$ cat config.mk
export PLATFORM = sky130hd
export DESIGN_NAME = motion_block_disable_sequencer
export DESIGN_NICKNAME = d
export VERILOG_FILES = /design/src/design/motion_block_pkg.sv /design/src/design/output_cfg_reg.sv /design/src/design/motion_block_disable_sequencer.sv
export VERILOG_INCLUDE_DIRS = /design/src /design/src/design
export SDC_FILE = /design/constraint.sdc
export NUM_CORES = 1
export LEC_CHECK = 0
export BUFFER_PORTS_ARGS = -buffer_cell sky130_fd_sc_hd__buf_2
export CORE_MARGIN = 3
export CORE_UTILIZATION = 50
export DETAILED_ROUTE_END_ITERATION = 6
export PLACE_DENSITY_LB_ADDON = 0.12
export SLEW_MARGIN = 20
export SYNTH_ARGS = -nofsm -noshare
export SYNTH_HDL_FRONTEND = slang
export SYNTH_SLANG_ARGS = --single-unit
$ cat constraint.sdc
create_clock -name clk_i -period 3.25 [get_ports clk_i]
set_clock_uncertainty 0.15 [all_clocks]
set_input_delay 0.325 -clock clk_i [delete_from_list [all_inputs] [get_ports clk_i]]
set_output_delay 0.325 -clock clk_i [all_outputs]
set_load 0.01 [all_outputs]
$ cat src/design/motion_block_regs.svh
// Register offsets, field positions, reset values and timing counts for the disable sequencer.
// How it works
// - No-telegram entry setting: interlock block, send nothing on either output.
// - Send-telegram entry setting: interlock, each output sends its configured entry telegram.
// - Each of the two outputs keeps its own entry telegram settings.
// - Switching or staircase outputs send selectable ON or OFF, default OFF.
// - Forced position outputs send forced ON, forced OFF or forced inactive.
// - Dimming value outputs send configured percentage 0 to 100, default 0.
// - Light scene outputs send configured scene 1 to 64, default 1.
// - Temperature outputs send 0 to 40 degrees in one-degree steps, default 21.
// - Brightness outputs send 0 to 2000 lux in 50 lux steps, default 750.
// - Operating mode outputs send auto, comfort, standby, night or frost protection.
// - No-telegram release: no motion, transmission delay inactive, nothing sent.
// - Extension type or detector application always uses no-telegram release.
// - End-of-detection release: send end reactions, no motion, delay marked active.
// - After end-of-detection release, ignore motion until lockout time has elapsed.
// - Start-of-detection release: simulate detection, start delay, send start telegrams.
// - Simulated detection with no real motion ends normally when delay expires.
// - Restore release: saved no motion acts as end, saved motion as start.
// - Disable entry clears running delays and freezes and saves the motion state.
// - Disable object polarity is configurable: 1 disables or 0 disables.
// - Alert application or extension type only interlocks, never sends entry telegrams.
`ifndef MOTION_BLOCK_REGS_SVH
`define MOTION_BLOCK_REGS_SVH

// Wishbone byte addresses.
`define MB_CTRL_ADDR 8'h00
`define MB_OUT0_ADDR 8'h04
`define MB_OUT1_ADDR 8'h08
`define MB_TIME_ADDR 8'h0c
`define MB_STAT_ADDR 8'h10
`define MB_DIS_ADDR 8'h14
`define MB_MOT_ADDR 8'h18

// Control register fields.
`define MB_CTRL_POL_BIT 0
`define MB_CTRL_ENTRY_BIT 1
`define MB_CTRL_REL_LSB 2
`define MB_CTRL_EXT_BIT 4
`define MB_CTRL_APP_LSB 5
`define MB_CTRL_RESET 32'h0000_0000

// Output setting fields: function, start, end and entry values.
`define MB_OUT_FUNC_LSB 0
`define MB_OUT_START_LSB 3
`define MB_OUT_END_LSB 12
`define MB_OUT_ENTRY_LSB 21
`define MB_OUT_VAL_W 9

// Entry value defaults per output function (scaled codes).
`define MB_DEF_SWITCH 9'h000
`define MB_DEF_DIM 9'h000
`define MB_DEF_SCENE 9'h001
`define MB_DEF_TEMP 9'h015
`define MB_DEF_BRIGHT 9'h00f
`define MB_ENTRY_RESET 9'h000

// Value limits.
`define MB_DIM_MAX 9'h064
`define MB_SCENE_MIN 9'h001
`define MB_SCENE_MAX 9'h040
`define MB_TEMP_MAX 9'h028
`define MB_BRIGHT_MAX 9'h028
`define MB_FORCE_MAX 9'h002
`define MB_MODE_MAX 9'h004

// Timing defaults in milliseconds and the clock rate.
`define MB_CLK_KHZ 125000
`define MB_DELAY_MS 1000
`define MB_LOCKOUT_MS 500

`endif

$ cat src/design/motion_block_pkg.sv
// Types shared by the disable sequencer files.
package motion_block_pkg;

  typedef enum logic [2:0] {
    FN_SWITCH = 3'h0,
    FN_STAIR = 3'h1,
    FN_FORCE = 3'h2,
    FN_DIM = 3'h3,
    FN_SCENE = 3'h4,
    FN_TEMP = 3'h5,
    FN_BRIGHT = 3'h6,
    FN_MODE = 3'h7
  } out_func_t;

  typedef enum logic [1:0] {
    REL_NONE = 2'h0,
    REL_END = 2'h1,
    REL_START = 2'h2,
    REL_RESTORE = 2'h3
  } release_t;

  typedef enum logic [1:0] {
    APP_PRESENCE = 2'h0,
    APP_DETECTOR = 2'h1,
    APP_ALERT = 2'h2
  } app_t;

  typedef enum logic [1:0] {
    TG_ENTRY = 2'h0,
    TG_START = 2'h1,
    TG_END = 2'h2
  } tg_kind_t;

  // One telegram toward a bus actuator.
  typedef struct packed {
    logic valid;
    tg_kind_t kind;
    out_func_t func;
    logic [8:0] value;
  } telegram_t;

  // Per-output configuration.
  typedef struct packed {
    logic [1:0] spare;
    logic [8:0] entry_val;
    logic [8:0] end_val;
    logic [8:0] start_val;
    out_func_t func;
  } out_cfg_t;

  typedef enum logic [4:0] {
    ST_IDLE = 5'b00001,
    ST_MOTION = 5'b00010,
    ST_LOCKOUT = 5'b00100,
    ST_DISABLED = 5'b01000,
    ST_SENDING = 5'b10000
  } mb_state_t;

endpackage

$ cat src/design/output_cfg_reg.sv
// One output's configuration register with range clamping of the entry value.
`timescale 1ns/10ps
`include "motion_block_regs.svh"
module output_cfg_reg (
  input wire logic clk_i, // System clock.
  input wire logic rst_i, // Synchronous reset, active high.
  input wire logic we_i, // Write strobe for this register.
  input wire logic [31:0] wdata_i, // Write data from the bus.
  output motion_block_pkg::out_cfg_t cfg_o // Stored, clamped configuration.
);

  motion_block_pkg::out_func_t func_w;
  logic [8:0] entry_raw;
  logic [8:0] entry_clamp;
  logic [8:0] start_raw;
  logic [8:0] end_raw;
  motion_block_pkg::out_cfg_t cfg_r;

  assign func_w = motion_block_pkg::out_func_t'(wdata_i[`MB_OUT_FUNC_LSB +: 3]);
  assign entry_raw = wdata_i[`MB_OUT_ENTRY_LSB +: `MB_OUT_VAL_W];
  assign start_raw = wdata_i[`MB_OUT_START_LSB +: `MB_OUT_VAL_W];
  assign end_raw = wdata_i[`MB_OUT_END_LSB +: `MB_OUT_VAL_W];

  // Clamp the entry value into the legal range of the chosen function.
  always_comb begin
    entry_clamp = entry_raw;
    case (func_w)
      motion_block_pkg::FN_SWITCH, motion_block_pkg::FN_STAIR: begin
        entry_clamp = {8'h00, entry_raw[0]};
      end
      motion_block_pkg::FN_FORCE: begin
        if (entry_raw > `MB_FORCE_MAX) entry_clamp = `MB_FORCE_MAX;
      end
      motion_block_pkg::FN_DIM: begin
        if (entry_raw > `MB_DIM_MAX) entry_clamp = `MB_DIM_MAX;
      end
      motion_block_pkg::FN_SCENE: begin
        if (entry_raw < `MB_SCENE_MIN) entry_clamp = `MB_SCENE_MIN;
        else if (entry_raw > `MB_SCENE_MAX) entry_clamp = `MB_SCENE_MAX;
      end
      motion_block_pkg::FN_TEMP: begin
        if (entry_raw > `MB_TEMP_MAX) entry_clamp = `MB_TEMP_MAX;
      end
      motion_block_pkg::FN_BRIGHT: begin
        if (entry_raw > `MB_BRIGHT_MAX) entry_clamp = `MB_BRIGHT_MAX;
      end
      motion_block_pkg::FN_MODE: begin
        if (entry_raw > `MB_MODE_MAX) entry_clamp = `MB_MODE_MAX;
      end
      default: entry_clamp = entry_raw;
    endcase
  end

  // Reset leaves a switching output with an OFF entry telegram.
  always_ff @(posedge clk_i) begin
    if (rst_i) begin
      cfg_r <= '0;
      cfg_r.entry_val <= `MB_ENTRY_RESET;
    end else if (we_i) begin
      cfg_r <= {2'b00, entry_clamp, end_raw, start_raw, func_w};
    end
  end

  assign cfg_o = cfg_r;

endmodule

$ cat src/design/motion_block_disable_sequencer.sv
// Disable sequencer of one motion function block with a classic Wishbone slave.
//
// Added by the designer: the register offsets and the Wishbone interface to the registers.
`timescale 1ns/10ps
`include "motion_block_regs.svh"
module motion_block_disable_sequencer #(
  parameter int DELAY_CYC = (`MB_DELAY_MS * `MB_CLK_KHZ), // Transmission delay in cycles.
  parameter int LOCKOUT_CYC = (`MB_LOCKOUT_MS * `MB_CLK_KHZ) // Lockout time in cycles.
) (
  input wire logic clk_i, // System clock, 125 MHz.
  input wire logic rst_i, // Synchronous reset, active high.
  input wire logic [7:0] wb_adr_i, // Wishbone byte address.
  input wire logic [31:0] wb_dat_i, // Wishbone write data.
  input wire logic [3:0] wb_sel_i, // Wishbone byte selects.
  input wire logic wb_we_i, // Wishbone write enable.
  input wire logic wb_cyc_i, // Wishbone cycle.
  input wire logic wb_stb_i, // Wishbone strobe.
  output logic [31:0] wb_dat_o, // Wishbone read data.
  output logic wb_ack_o, // Wishbone acknowledge.
  input wire logic motion_i, // Motion pulse from sensor logic, same clock.
  output motion_block_pkg::telegram_t tg0_o, // Telegram on output 1.
  output motion_block_pkg::telegram_t tg1_o, // Telegram on output 2.
  output logic interlock_o, // Function block interlocked.
  output logic motion_state_o, // Current motion state.
  output logic delay_active_o // Transmission delay running.
);

  // Bus decode.
  logic req_w;
  logic wr_w;
  logic ack_r;
  logic sel_all_w;
  logic hit_ctrl_w;
  logic hit_out0_w;
  logic hit_out1_w;
  logic hit_dis_w;
  logic hit_mot_w;
  logic hit_stat_w;
  logic hit_time_w;
  logic [31:0] rdata_w;
  logic [31:0] rdata_r;

  assign req_w = wb_cyc_i && wb_stb_i && !ack_r;
  assign sel_all_w = (wb_sel_i == 4'hf);
  assign wr_w = req_w && wb_we_i && sel_all_w;
  assign hit_ctrl_w = (wb_adr_i == `MB_CTRL_ADDR);
  assign hit_out0_w = (wb_adr_i == `MB_OUT0_ADDR);
  assign hit_out1_w = (wb_adr_i == `MB_OUT1_ADDR);
  assign hit_time_w = (wb_adr_i == `MB_TIME_ADDR);
  assign hit_stat_w = (wb_adr_i == `MB_STAT_ADDR);
  assign hit_dis_w = (wb_adr_i == `MB_DIS_ADDR);
  assign hit_mot_w = (wb_adr_i == `MB_MOT_ADDR);

  // Control register and disable object.
  logic [31:0] ctrl_r;
  logic dis_obj_r;
  logic mot_wr_r;
  logic pol_w;
  logic entry_send_w;
  logic ext_w;
  motion_block_pkg::release_t rel_w;
  motion_block_pkg::app_t app_w;

  assign pol_w = ctrl_r[`MB_CTRL_POL_BIT];
  assign entry_send_w = ctrl_r[`MB_CTRL_ENTRY_BIT];
  assign rel_w = motion_block_pkg::release_t'(ctrl_r[`MB_CTRL_REL_LSB +: 2]);
  assign ext_w = ctrl_r[`MB_CTRL_EXT_BIT];
  assign app_w = motion_block_pkg::app_t'(ctrl_r[`MB_CTRL_APP_LSB +: 2]);

  // Writes of the control register and bus objects; a motion write of 1 also makes a pulse.
  always_ff @(posedge clk_i) begin
    if (rst_i) begin
      ctrl_r <= `MB_CTRL_RESET;
      dis_obj_r <= 1'b0;
      mot_wr_r <= 1'b0;
    end else begin
      mot_wr_r <= wr_w && hit_mot_w && wb_dat_i[0];
      if (wr_w && hit_ctrl_w) ctrl_r <= {25'h0, wb_dat_i[6:0]};
      if (wr_w && hit_dis_w) dis_obj_r <= wb_dat_i[0];
    end
  end

  // Per-output configuration, each in its own register.
  motion_block_pkg::out_cfg_t cfg_w [2];
  genvar gi;
  generate
    for (gi = 0; gi < 2; gi++) begin : g_out
      output_cfg_reg u_cfg (
        .clk_i(clk_i),
        .rst_i(rst_i),
        .we_i(wr_w && ((gi == 0) ? hit_out0_w : hit_out1_w)),
        .wdata_i(wb_dat_i),
        .cfg_o(cfg_w[gi])
      );
    end
  endgenerate

  // Disable level with polarity, and edge detection on real changes only.
  logic disabled_lvl_w;
  logic disabled_q_r;
  logic dis_rise_w;
  logic dis_fall_w;

  assign disabled_lvl_w = dis_obj_r ^ pol_w;
  assign dis_rise_w = disabled_lvl_w && !disabled_q_r;
  assign dis_fall_w = !disabled_lvl_w && disabled_q_r;

  // Effective release and entry behaviour after type and application overrides.
  motion_block_pkg::release_t rel_eff_w;
  logic entry_tx_w;

  assign rel_eff_w = (ext_w || app_w == motion_block_pkg::APP_DETECTOR) ?
                     motion_block_pkg::REL_NONE : rel_w;
  assign entry_tx_w = entry_send_w && !ext_w &&
                      (app_w != motion_block_pkg::APP_ALERT);

  // Sequencer state.
  motion_block_pkg::mb_state_t state_r;
  motion_block_pkg::mb_state_t state_nxt;
  logic [31:0] cnt_r;
  logic [31:0] cnt_nxt;
  logic saved_r;
  logic saved_nxt;
  logic motion_r;
  logic motion_nxt;
  logic delay_r;
  logic delay_nxt;
  logic send_r;
  logic send_nxt;
  motion_block_pkg::tg_kind_t kind_r;
  motion_block_pkg::tg_kind_t kind_nxt;
  logic motion_ev_w;
  logic cnt_zero_w;

  assign motion_ev_w = motion_i || mot_wr_r;
  assign cnt_zero_w = (cnt_r == 32'h0);

  // Next-state logic; a release or motion event chooses the telegram kind to send.
  always_comb begin
    state_nxt = state_r;
    cnt_nxt = cnt_zero_w ? cnt_r : cnt_r - 32'h1;
    saved_nxt = saved_r;
    motion_nxt = motion_r;
    delay_nxt = delay_r;
    send_nxt = 1'b0;
    kind_nxt = kind_r;
    if (dis_rise_w) begin
      saved_nxt = motion_r;
      cnt_nxt = 32'h0;
      delay_nxt = 1'b0;
      state_nxt = motion_block_pkg::ST_DISABLED;
      send_nxt = entry_tx_w;
      kind_nxt = motion_block_pkg::TG_ENTRY;
    end else begin
      case (state_r)
        motion_block_pkg::ST_IDLE: begin
          if (motion_ev_w) begin
            state_nxt = motion_block_pkg::ST_MOTION;
            motion_nxt = 1'b1;
            delay_nxt = 1'b1;
            cnt_nxt = DELAY_CYC[31:0];
            send_nxt = 1'b1;
            kind_nxt = motion_block_pkg::TG_START;
          end
        end
        motion_block_pkg::ST_MOTION: begin
          if (motion_ev_w) begin
            cnt_nxt = DELAY_CYC[31:0];
          end else if (cnt_zero_w) begin
            state_nxt = motion_block_pkg::ST_LOCKOUT;
            motion_nxt = 1'b0;
            delay_nxt = 1'b1;
            cnt_nxt = LOCKOUT_CYC[31:0];
            send_nxt = 1'b1;
            kind_nxt = motion_block_pkg::TG_END;
          end
        end
        motion_block_pkg::ST_LOCKOUT: begin
          if (cnt_zero_w) begin
            state_nxt = motion_block_pkg::ST_IDLE;
            delay_nxt = 1'b0;
          end
        end
        motion_block_pkg::ST_DISABLED: begin
          // Motion events are dropped here while interlocked.
          if (dis_fall_w) begin
            case (rel_eff_w)
              motion_block_pkg::REL_END: kind_nxt = motion_block_pkg::TG_END;
              motion_block_pkg::REL_START: kind_nxt = motion_block_pkg::TG_START;
              motion_block_pkg::REL_RESTORE: begin
                kind_nxt = saved_r ? motion_block_pkg::TG_START :
                           motion_block_pkg::TG_END;
              end
              default: kind_nxt = motion_block_pkg::TG_END;
            endcase
            if (rel_eff_w == motion_block_pkg::REL_NONE) begin
              state_nxt = motion_block_pkg::ST_IDLE;
              motion_nxt = 1'b0;
              delay_nxt = 1'b0;
            end else begin
              state_nxt = motion_block_pkg::ST_SENDING;
              send_nxt = 1'b1;
            end
          end
        end
        motion_block_pkg::ST_SENDING: begin
          delay_nxt = 1'b1;
          if (kind_r == motion_block_pkg::TG_START) begin
            state_nxt = motion_block_pkg::ST_MOTION;
            motion_nxt = 1'b1;
            cnt_nxt = DELAY_CYC[31:0];
          end else begin
            state_nxt = motion_block_pkg::ST_LOCKOUT;
            motion_nxt = 1'b0;
            cnt_nxt = LOCKOUT_CYC[31:0];
          end
        end
        default: state_nxt = motion_block_pkg::ST_IDLE;
      endcase
    end
  end

  // State registers.
  always_ff @(posedge clk_i) begin
    if (rst_i) begin
      state_r <= motion_block_pkg::ST_IDLE;
      cnt_r <= 32'h0;
      saved_r <= 1'b0;
      motion_r <= 1'b0;
      delay_r <= 1'b0;
      send_r <= 1'b0;
      kind_r <= motion_block_pkg::TG_ENTRY;
      disabled_q_r <= 1'b0;
    end else begin
      state_r <= state_nxt;
      cnt_r <= cnt_nxt;
      saved_r <= saved_nxt;
      motion_r <= motion_nxt;
      delay_r <= delay_nxt;
      send_r <= send_nxt;
      kind_r <= kind_nxt;
      disabled_q_r <= disabled_lvl_w;
    end
  end

  // Telegram value selection per output.
  motion_block_pkg::telegram_t tg_nxt [2];
  motion_block_pkg::telegram_t tg_r [2];
  generate
    for (gi = 0; gi < 2; gi++) begin : g_tg
      assign tg_nxt[gi].valid = send_r;
      assign tg_nxt[gi].kind = kind_r;
      assign tg_nxt[gi].func = cfg_w[gi].func;
      assign tg_nxt[gi].value = (kind_r == motion_block_pkg::TG_ENTRY) ? cfg_w[gi].entry_val :
                                (kind_r == motion_block_pkg::TG_START) ? cfg_w[gi].start_val :
                                cfg_w[gi].end_val;
      always_ff @(posedge clk_i) begin
        if (rst_i) begin
          tg_r[gi] <= '0;
        end else begin
          tg_r[gi] <= tg_nxt[gi];
        end
      end
    end
  endgenerate

  assign tg0_o = tg_r[0];
  assign tg1_o = tg_r[1];
  assign interlock_o = (state_r == motion_block_pkg::ST_DISABLED);
  assign motion_state_o = motion_r;
  assign delay_active_o = delay_r;

  // Read multiplexer; unmapped addresses read zero but still acknowledge.
  assign rdata_w = hit_ctrl_w ? ctrl_r :
                   hit_out0_w ? cfg_w[0] :
                   hit_out1_w ? cfg_w[1] :
                   hit_dis_w ? {31'h0, dis_obj_r} :
                   hit_stat_w ? {24'h0, state_r, delay_r, motion_r, interlock_o} :
                   hit_time_w ? cnt_r : 32'h0;

  // Acknowledge one cycle after the request; ack falls in the following cycle.
  always_ff @(posedge clk_i) begin
    if (rst_i) begin
      ack_r <= 1'b0;
      rdata_r <= 32'h0;
    end else begin
      ack_r <= req_w;
      rdata_r <= rdata_w;
    end
  end

  assign wb_ack_o = ack_r;
  assign wb_dat_o = rdata_r;

endmodule

### Yosys cells after proc, flatten, opt, wreduce, memory -nomap -nowiden

Memories as Yosys holds them, arrays and structs flattened.
Index checks and enable logic that the tools add are counted.

* register bits: 146
* word-level logic and storage cells: 172
* bits of input ports: 50
* output and inout bits: 66
* memories kept: 1
* memory bits (writable): 30

* reductions and logical operators: 38
* mux-type cells: 62
* bitwise gates (word level): 5
* magnitude comparators: 6
* equal/unequal tests: 35
* add/subtract/negate cells: 1

Memories
* tg_r: depth 2, bits a word 15, rd ports 2, clocked after Yosys merged registers in 0, wr ports 2, line motion_block_disable_sequencer.sv:248 `motion_block_pkg::telegram_t tg_r [2];`

Operators by type and width (count)
* $mux W30: 5
* $mux W32: 4
* $pmux W32 S3: 1
* $mux W9: 10
* $pmux W9 S6: 1
* $logic_not A32 Y1: 1
* $sub A32 B1 Y32 const B: 1
* $mux W15: 2
* $mux W5: 6
* $mux W27: 1
* $pmux W5 S5: 1
* $eq A8 B5 Y1 const B: 3
* $gt A9 B7 Y1 const B: 2
* $mux W1: 17
* $eq A8 B4 Y1 const B: 2
* $reduce_and A5 Y1: 3
* $logic_and A1 B1 Y1: 14
* $reduce_and A7 Y1: 2
* $eq A3 B3 Y1 const B: 4
* $mux W2: 6
* $ne A3 B3 Y1 const B: 4
* $ne A2 B2 Y1 const B: 5
* $gt A9 B2 Y1 const B: 1
* $gt A9 B3 Y1 const B: 1
* 36 further kinds: 50

### Longest topological paths before layout

Gate-level depths: netlist (run 1).

* depth in word-level cells: 8
* gate-level depth with buffers: 9
* gate-level depth less buffers: 9

### By module

From an unflattened synthesis (run 1), not the netlist that was laid out.

* cell total of the unflattened synthesis: 957
* area, all modules: 8216.6 µm²

By module, submodules not included
* motion_block_disable_sequencer: area an instance 5250.0 µm², times used 1, seq. area each 2262.2 µm², cells each 615
* output_cfg_reg (g_out[1].u_cfg): area an instance 1493.9 µm², times used 1, seq. area each 600.6 µm², cells each 172
* output_cfg_reg (g_out[0].u_cfg): area an instance 1472.7 µm², times used 1, seq. area each 600.6 µm², cells each 170

### Least setup slack after synthesis (run 1)

Ideal clock, no wire load.

* kind: input port to flip-flop
* start: input wb_adr_i[7]
* end: register rdata_r[10] (netlist: wb_dat_o[10])
* buffers on the path: 1
* setup time: 114 ps
* data arrival time: 2079 ps
* slack: 908 ps
* data required time: 2986 ps
* cell stages on the path: 7
* path through: or4_4 -> or3_4 -> nor3_2 -> nor2_1 -> nand2_1 -> buf_4 -> nor2_1

* word-level cells in the longest chain between the ends: 6
* elaborated cells on any way between the ends: 12
* classes of those cells: 5 x eq/ne; 5 x mux; 2 x reduce/logical

Ends and longest elaborated chain
* from (decl): line motion_block_disable_sequencer.sv:12 `input wire logic [7:0] wb_adr_i,`
* $eq A8 B4 Y1 (no line)
* $mux W30: line motion_block_disable_sequencer.sv:279 `hit_time_w ? cnt_r : 32'h0;`
* $mux W30: line motion_block_disable_sequencer.sv:278 `hit_stat_w ? {24'h0, state_r, delay_r, motion_r, interlock_o} :`
* $mux W30: line motion_block_disable_sequencer.sv:277 `hit_dis_w ? {31'h0, dis_obj_r} :`
* $mux W30: line motion_block_disable_sequencer.sv:276 `hit_out1_w ? cfg_w[1] :`
* $mux W30: line motion_block_disable_sequencer.sv:275 `hit_out0_w ? cfg_w[0] :`
* to (signal assigned): line motion_block_disable_sequencer.sv:288 `rdata_r <= rdata_w;`
* to (decl): line motion_block_disable_sequencer.sv:41 `logic [31:0] rdata_r;`

Several ways; a longest one is shown, not always the timed one.
A chain may end at the register's enable or synchronous reset.

### Final worst setup path (run 1)

* start: register cnt_r[0]
* end: register cnt_r[13]

* word-level cells in the longest chain between the ends: 5
* elaborated cells on any way between the ends: 7
* classes of those cells: 1 x add/sub; 5 x mux; 1 x reduce/logical

Ends and longest elaborated chain
* from (decl): line motion_block_disable_sequencer.sv:120 `logic [31:0] cnt_r;`
* from (signal assigned): line motion_block_disable_sequencer.sv:236 `cnt_r <= cnt_nxt;`
* $sub A32 B1 Y32 / $logic_not A32 Y1 (equally long branches): line motion_block_disable_sequencer.sv:141, motion_block_disable_sequencer.sv:136
* $mux W32: line motion_block_disable_sequencer.sv:141 `cnt_nxt = cnt_zero_w ? cnt_r : cnt_r - 32'h1;`
* $mux W32: line motion_block_disable_sequencer.sv:169 `end else if (cnt_zero_w) begin`
* $mux W32: line motion_block_disable_sequencer.sv:167 `if (motion_ev_w) begin`
* $pmux W32 S3 (*): line motion_block_disable_sequencer.sv:155 `case (state_r)`

Mark *: on every way between the ends. The rest lies on a longest branch, timed or not.

==> results of run 1 <==
==> layer usage <==
layer	vias to the layer above	GRT usage (%)	share of wire (%)
met5	-	0	0
met4	0	7.351	1.5
met3	32	5.130	6.7
met2	306	40.32	45
met1	3538	39.85	47
li1	3666	-	-
==> repair_timing <==
action                                  in CTS  in global routing
hold buffers                                13                  0
endpoints found under the setup margin       0                  0
hold endpoints to repair                    23                  0
==> cell type report <==
| cell class | count | area [um^2] | area share, % |
|---|---|---|---|
| tap | 211 | 264.0 | 2.800 |
| sequential | 173 | 3463 | 36.73 |
| inverter | 7 | 26.28 | 0.2786 |
| clock inverter | 15 | 215.2 | 2.282 |
| timing repair buffer | 151 | 885.9 | 9.394 |
| multi-input combinational | 752 | 4150 | 44.01 |
| clock buffer | 17 | 425.4 | 4.511 |
==> sequential cells by signal, indices dropped and copies added (netlist names), 2 cells and up <==
register and count:
wb_dat_o 32, kind_r 2, tg_r 27, ctrl_r 7, cnt_r 32, state_r 5
g_out.u_cfg.cfg_o 60
==> Yosys cell counts, types with 2 or more instances <==
cell	number
a211oi_1	6
a21o_1	2
a21oi_1	141
a31oi_1	7
and2_1	4
and3_1	4
and4_1	3
buf_1	7
buf_2	2
buf_4	5
buf_6	3
clkbuf_1	38
dfxtp_1	173
ha_1	3
inv_1	7
mux2i_1	43
nand2_1	141
nand2b_1	5
nand3_1	25
nand3b_1	17
nand4_1	7
nand4b_1	6
nor2_1	147
nor2b_1	13
nor3_1	18
nor3_2	3
nor3b_1	9
nor4_1	11
nor4_2	3
nor4b_1	2
o2111ai_1	2
o211a_1	2
o211ai_1	4
o21a_1	4
o21ai_0	52
o21ai_1	2
o31a_1	2
o31ai_1	2
or2_2	2
or3_1	7
or3b_2	2
or4_1	5
xnor2_1	11
xor2_1	20
==> worst max-delay path, cell delays in order, from the launching register on <==
cell	delay, ps
dfxtp_1	330
inv_1	150
ha_1	200
nor4b_1	410
and4_1	400
nand3_1	300
o21ai_0	250
nand3_1	250
o21ai_0	170
==> worst min path at each step <==
| stage | startpoint | to | slack, ps | cells after the start |
|---|---|---|---|---|
| finish | wb_dat_i[6] | g_out[1].u_cfg.cfg_o[6]$_SDFFE_PP0P_ | 20 | 3 |
| global route | wb_dat_i[19] | g_out[0].u_cfg.cfg_o[19]$_SDFFE_PP0P_ | 10 | 3 |
| CTS | wb_dat_i[19] | g_out[1].u_cfg.cfg_o[19]$_SDFFE_PP0P_ | 1 | 3 |
| detailed placement | send_r$_SDFF_PP0_ | tg_r[0][14]$_SDFF_PP0_ | 280 | 1 |
| global placement | send_r$_SDFF_PP0_ | tg_r[0][14]$_SDFF_PP0_ | 270 | 1 |
| floorplan | send_r$_SDFF_PP0_ | tg_r[0][14]$_SDFF_PP0_ | 260 | 1 |
==> per-stage QoR <==
stage | power (W) | instances | hold WS [ps]
floorplan | 0.003738 | 988 | 263.8
global placement | 0.004200 | 1281 | 266.4
detailed placement | 0.004222 | 1281 | 284.6
CTS | 0.006394 | 1326 | 1.250
global route | 0.006721 | 1326 | 12.14
finish | 0.006390 | 1326 | 18.01
==> cells by family (layout without fill, tap and decap cells) <==
| group | Yosys count | in the layout |
|---|---|---|
| and+or+nand+nor | 438 | 438 |
| AOI/OAI and AO/OA | 236 | 236 |
| DFF | 173 | 173 |
| buffers and inverters | 63 | 190 |
| muxes | 43 | 43 |
| xor gates and xnor gates | 31 | 31 |
| adders and majority gates | 4 | 4 |
==> power by group <==
| part | switching [W] | internal [W] |
|---|---|---|
| Clock | 0.00103 | 0.00113 |
| Combinational | 0.000980 | 0.000676 |
| Sequential | 0.000278 | 0.00229 |
==> metrics.json, run 1 <==
{
  "max_clock_freq_mhz": 373.4,
  "wl_per_cell_um": 17.74,
  "r2r.worst_path.cells": 8,
  "drtIter0Drc": 812,
  "h-tree-depth": 4,
  "min_period_ps": 2678,
  "layout.nets": 1155,
  "critical_path_required_ps": 3470,
  "place.port_buffers": 113,
  "tightest_hold_check_type": "primary input to register",
  "post-route-period-util_pct": 82.40,
  "worst_reg_to_reg_setup_slack_ps": 570,
  "core_area_mm2": 0.01531,
  "synthesized_instance_count": 988,
  "synthAdderAreaFrac_pct": 0.6022,
  "top_post_synthesis_cells_by_area": "dfxtp_1, a21oi_1, nor2_1",
  "crit_path_end": "cnt_r[13]$_SDFF_PP0_",
  "avgViaCountPerCell": 5.688,
  "syn_to_final_growth_pct": 19.45,
  "synth_top_family_by_area": "simple AND/OR/NAND/NOR gates",
  "cts_sinks": 173,
  "fin_area_mm2": 0.009430,
  "syn_avg_cell_area_um2": 7.991,
  "max_cap_violations": 0,
  "grtUsageTotal_pct": 26.99,
  "final_hpwl_dp_um": 16640,
  "first_global_vias": 6912,
  "die_h_um": 131.7,
  "synth-async-reset-ratio_pct": 0,
  "static-leakage-power_nw": 3.715,
  "synth-xor-area-share_pct": 3.439,
  "die-area_mm2": 0.01733,
  "cts_buffer_depth": 2,
  "postRouteWirelength_um": 23530,
  "cts_repair_resize_count": 0,
  "synth_simple_gate_area_share_pct": 26.55,
  "antenna_left": 0,
  "cts.root.buffer_cell": "clkbuf_16",
  "finalWorstSetupSlack_ps": 571.9,
  "grt_pass1_wl_um": 37480,
  "grt_setup_unrepaired": "false",
  "crit_fanout": 8,
  "number_of_synthesized_flops_with_an_enable_pin": 0,
  "fillers": 1438,
  "finished_core_util_pct": 61.58,
  "worst_setup_path_startpoint": "cnt_r[0]$_SDFF_PP0_",
  "max_transition_margin_pct": 43.57,
  "post_cts.repair.setup_buffers": 0,
  "post_route_cells_drive_above_1_share_pct": 16.59,
  "number_of_pins_exceeding_their_max_slew_limit_in_the_final_report": 0,
  "synthesis.area_mm2": 0.007895,
  "cts.clk_slew.worst_paths_ps": 70,
  "synth_compound_gate_area_share_pct": 16.53,
  "tritoncts": "done",
  "worst_slew_pin_slew_ps": 846.5,
  "crit_path_start_kind": "register",
  "n_antenna_cell": 0,
  "leading_area_contributor_after_synthesis": "dfxtp_1",
  "grt_start_max_net_pins": 62,
  "reg_to_reg_startpoint": "cnt_r[0]$_SDFF_PP0_",
  "critical_path_class": "register to register",
  "die_width_um": 131.7,
  "postSynth.topFlopCell": "dfxtp_1",
  "vdd_ir_drop_max_uv": 422.4,
  "drtPass1Iterations": 5,
  "tns_ps": 0,
  "arrival_ps": 2890,
  "globalplace.congestion": 0.8828,
  "grt-ovfl-total": 0,
  "synth_nets": 1041,
  "drc": 0,
  "floorplan.initialDensity_pct": 51.55,
  "antenna_found_initial": 0,
  "synth_cell_type_count": 60,
  "rows": 45,
  "post_synthesis_register_bit_count": 173,
  "outcome": "finished clean",
  "crit_path_end_kind": "register",
  "floorplan.io_pins": 116,
  "hold_viol_final": 0,
  "yosys.area.top_type_share_pct": 43.87,
  "r2r_end": "cnt_r[13]$_SDFF_PP0_",
  "latest_clock_arrival_within_the_worst_skew_pair_ps": 440,
  "layout.cells.most_common_list": "dfxtp_1, nor2_1, nand2_1, a21oi_1, buf_2",
  "finalSetupViolCount": 0,
  "layout.cells.most_common": "dfxtp_1",
  "dp_worst_setup_slack_ps": 587.8,
  "numCtsBuffers": 17,
  "placed_cell_area_mm2": 0.008660,
  "mux_share_of_post_synthesis_cell_area_pct": 5.452,
  "synth-seq-area-share_pct": 43.87,
  "p_per_area_mw_per_mm2": 677.6,
  "via_count": 7542,
  "total_of_warnings_raised_by_yosys": 0
}
(Power assumes the default switching activity.)
==> run 2, diff against run 1 <==
Clock period 3.25 ns to 2.16 ns, I/O delays scaled along.
==> run 2 against run 1 <==
Compared with the run above: the flow now finishes with violations (setup timing); critical path type unchanged; sequential cell count unchanged; highest routed layer unchanged; core utilization increased by 9.6 points; critical path depth unchanged; worst hold slack improved by 29 ps; non-clock buffer count increased by 134.
==> metrics.json, run 2 (synthesis gave the netlist of run 1 again) <==
{
  "avgViaCountPerCell": {"value": 5.651, "change": "was 5.688"},
  "core_area": {"value": 0.01531, "unit": "mm^2", "change": "unchanged"},
  "post-route-period-util": {"value": 106.0, "unit": "%", "change": "was 82.40%"},
  "antenna_left": {"value": 0, "change": "unchanged"},
  "final_hpwl_dp": {"value": 17500, "unit": "um", "change": "was 16640 um"},
  "antenna_found_initial": {"value": 0, "change": "unchanged"},
  "worst_setup_path_startpoint": {"value": "cnt_r[1]$_SDFF_PP0_", "change": "was cnt_r[0]$_SDFF_PP0_"},
  "layout.cells.most_common": {"value": "dfxtp_1", "change": "unchanged"},
  "tns": {"value": -1109, "unit": "ps", "change": "was 0 ps"},
  "static-leakage-power": {"value": 4.455, "unit": "nW", "change": "was 3.715 nW"},
  "numCtsBuffers": {"value": 17, "change": "unchanged"},
  "r2r_end": {"value": "delay_active_o$_SDFFE_PP0P_", "change": "was cnt_r[13]$_SDFF_PP0_"},
  "outcome": {"value": "finished with violations", "change": "was finished clean"},
  "latest_clock_arrival_within_the_worst_skew_pair": {"value": 440, "unit": "ps", "change": "about the same"},
  "crit_path_start_kind": {"value": "register", "change": "unchanged"},
  "cts.root.buffer_cell": {"value": "clkbuf_16", "change": "unchanged"},
  "rows": {"value": 45, "change": "unchanged"},
  "wl_per_cell": {"value": 17.50, "unit": "um", "change": "was 17.74 um"},
  "max_cap_violations": {"value": 0, "change": "unchanged"},
  "n_antenna_cell": {"value": 0, "change": "unchanged"},
  "p_total": {"value": 0.01138, "unit": "W", "change": "was 0.006390 W"},
  "cts_buffer_depth": {"value": 2, "change": "unchanged"},
  "max_transition_margin": {"value": 62.74, "unit": "%", "change": "was 43.57%"},
  "globalplace.congestion": {"value": 0.9216, "change": "was 0.8828"},
  "crit_path_end": {"value": "delay_active_o$_SDFFE_PP0P_", "change": "was cnt_r[13]$_SDFF_PP0_"},
  "hold_viol_final": {"value": 0, "change": "unchanged"},
  "failed_checks": "setup timing",
  "via_count": {"value": 8250, "change": "was 7542"},
  "tightest_hold_check_type": {"value": "primary input to register", "change": "unchanged"},
  "fillers": {"value": 1218, "change": "was 1438"},
  "layout.nets": {"value": 1289, "change": "was 1155"},
  "h-tree-depth": {"value": 4, "change": "unchanged"},
  "r2r.worst_path.cells": {"value": 8, "change": "unchanged"},
  "cts_sinks": {"value": 173, "change": "unchanged"},
  "place.port_buffers": {"value": 113, "change": "unchanged"},
  "drc": {"value": 0, "change": "unchanged"},
  "drtPass1Iterations": {"value": 6, "change": "was 5"},
  "crit_path_end_kind": {"value": "register", "change": "unchanged"},
  "first_global_vias": {"value": 7508, "change": "was 6912"},
  "arrival": {"value": 2490, "unit": "ps", "change": "was 2890 ps"},
  "layout.cells.most_common_list": {"value": "dfxtp_1, nor2_1, a21oi_1, nand2_1, buf_4", "change": "was dfxtp_1, nor2_1, nand2_1, a21oi_1, buf_2"},
  "grt_pass1_wl": {"value": 40030, "unit": "um", "change": "was 37480 um"},
  "die_h": {"value": 131.7, "unit": "um", "change": "unchanged"},
  "reg_to_reg_startpoint": {"value": "cnt_r[1]$_SDFF_PP0_", "change": "was cnt_r[0]$_SDFF_PP0_"},
  "grt-ovfl-total": {"value": 0, "change": "unchanged"},
  "dp_worst_setup_slack": {"value": -138.2, "unit": "ps", "change": "was 587.8 ps"},
  "finalWorstSetupSlack": {"value": -130.0, "unit": "ps", "change": "was 571.9 ps"},
  "grt_start_max_net_pins": {"value": 40, "change": "was 62"},
  "tritoncts": {"value": "done", "change": "unchanged"},
  "drtIter0Drc": {"value": 881, "change": "was 812"},
  "worst_slew_pin_slew": {"value": 554.6, "unit": "ps", "change": "was 846.5 ps"},
  "critical_path_required": {"value": 2360, "unit": "ps", "change": "was 3470 ps"},
  "crit_fanout": {"value": 4, "change": "was 8"},
  "multi_input_comb_area": {"value": 0.004491, "unit": "mm^2", "change": "was 0.004150 mm^2"},
  "die-area": {"value": 0.01733, "unit": "mm^2", "change": "unchanged"},
  "floorplan.initialDensity": {"value": 51.55, "unit": "%", "change": "unchanged"},
  "die_width": {"value": 131.7, "unit": "um", "change": "unchanged"},
  "worst_reg_to_reg_setup_slack": {"value": -130, "unit": "ps", "change": "was 570 ps"},
  "critical_path_class": {"value": "register to register", "change": "unchanged"},
  "regArea": {"value": 0.003475, "unit": "mm^2", "change": "was 0.003463 mm^2"},
  "max_clock_freq": {"value": 436.7, "unit": "MHz", "change": "was 373.4 MHz"},
  "number_of_pins_exceeding_their_max_slew_limit_in_the_final_report": {"value": 0, "change": "unchanged"},
  "cts.clk_slew.worst_paths": {"value": 70, "unit": "ps", "change": "about the same"},
  "grtUsageTotal": {"value": 28.43, "unit": "%", "change": "was 26.99%"},
  "grt_setup_unrepaired": {"value": "true", "change": "was false"},
  "syn_to_final_growth": {"value": 38.13, "unit": "%", "change": "was 19.45%"},
  "floorplan.io_pins": {"value": 116, "change": "unchanged"},
  "min_period": {"value": 2290, "unit": "ps", "change": "was 2678 ps"},
  "vdd_ir_drop_max": {"value": 672.6, "unit": "uV", "change": "was 422.4 uV"},
  "p_per_area": {"value": 1044, "unit": "mW/mm^2", "change": "was 677.6 mW/mm^2"},
  "largest_register_ffs": {"value": 60, "change": "unchanged"},
  "finalSetupViolCount": {"value": 16, "change": "was 0"},
  "postRouteWirelength": {"value": 25550, "unit": "um", "change": "was 23530 um"},
  "post_route_cells_drive_above_1_share": {"value": 28.90, "unit": "%", "change": "was 16.59%"}
}
## run 2: cell count changes in the layout (fill, tap and decap cells not counted), sizes merged
cell         delta
clkinv          -2
bufinv          +1
buf           +122
dlygate4sd3    +12
clkbuf          +1
## run 2: worst max-delay path, stage by stage, from the launching register on
cell and delay [ps]:
dfxtp_4 370, inv_4 70, ha_4 130, nor4b_4 240
nand4_1 180, or3_4 390, a221oi_4 300, a21oi_1 140
a211oi_2 230
## run 2: per-stage QoR
step | instances | hold WS, ps | area, um^2 | util (%)
after CTS | 1450 | 24.09 | 10630 | 69.41
after global routing | 1460 | 81.44 | 10910 | 71.21
after global placement | 1384 | 267.2 | 9572 | 62.50
after detailed placement | 1384 | 289.0 | 9572 | 62.50
after floorplan | 988 | 205.8 | 7960 | -
final | 1460 | 46.90 | 10910 | 71.21
## run 2: how the worst min path moves through the flow
stage                       from                     end  cells after the start
2_1_floorplan            wb_we_i     mot_wr_r$_SDFF_PP0_                      2
3_3_place_gp   send_r$_SDFF_PP0_  tg_r[0][14]$_SDFF_PP0_                      1
3_5_place_dp   send_r$_SDFF_PP0_  tg_r[0][14]$_SDFF_PP0_                      1
4_1_cts                 motion_i     cnt_r[0]$_SDFF_PP0_                      4
5_1_grt                 motion_i     cnt_r[0]$_SDFF_PP0_                      4
6_report                motion_i     cnt_r[0]$_SDFF_PP0_                      4
## run 2: where the power goes
group / total, W / internal [W] / switching, W / leakage [nW]
combinational: 0.00443 / 0.00215 / 0.00228 / 2.75
sequential: 0.00373 / 0.00346 / 0.000272 / 1.40
clock: 0.00321 / 0.00178 / 0.00144 / 0.305
## run 2: routing by layer
metal / global-route usage [%] / routed length (um) / vias up / part of all wire, %
met5: 0 / 0 / - / 0
met4: 7.585 / 458 / 0 / 1.8
met3: 4.671 / 1812 / 36 / 7.1
met2: 45.47 / 11990 / 389 / 47
met1: 39.99 / 11290 / 3876 / 44
li1: - / - / 3949 / -
## run 2: cell type report
| type | instances | area share (%) |
|---|---|---|
| Multi-Input combinational cell | 752 | 41.18 |
| Sequential cell | 173 | 31.86 |
| Timing Repair Buffer | 285 | 18.55 |
| Clock buffer | 18 | 3.935 |
| Tap cell | 211 | 2.421 |
| Clock inverter | 14 | 1.790 |
| Inverter | 7 | 0.2639 |
## run 2: timing repair
item                                    CTS  global route
gates cloned                              0             0
buffers inserted                          9            10
endpoints found under the setup margin   18            46
resized for setup                        23            54
hold buffers                             25             0
hold endpoints to repair                 46             0
pin swaps                                 8            36
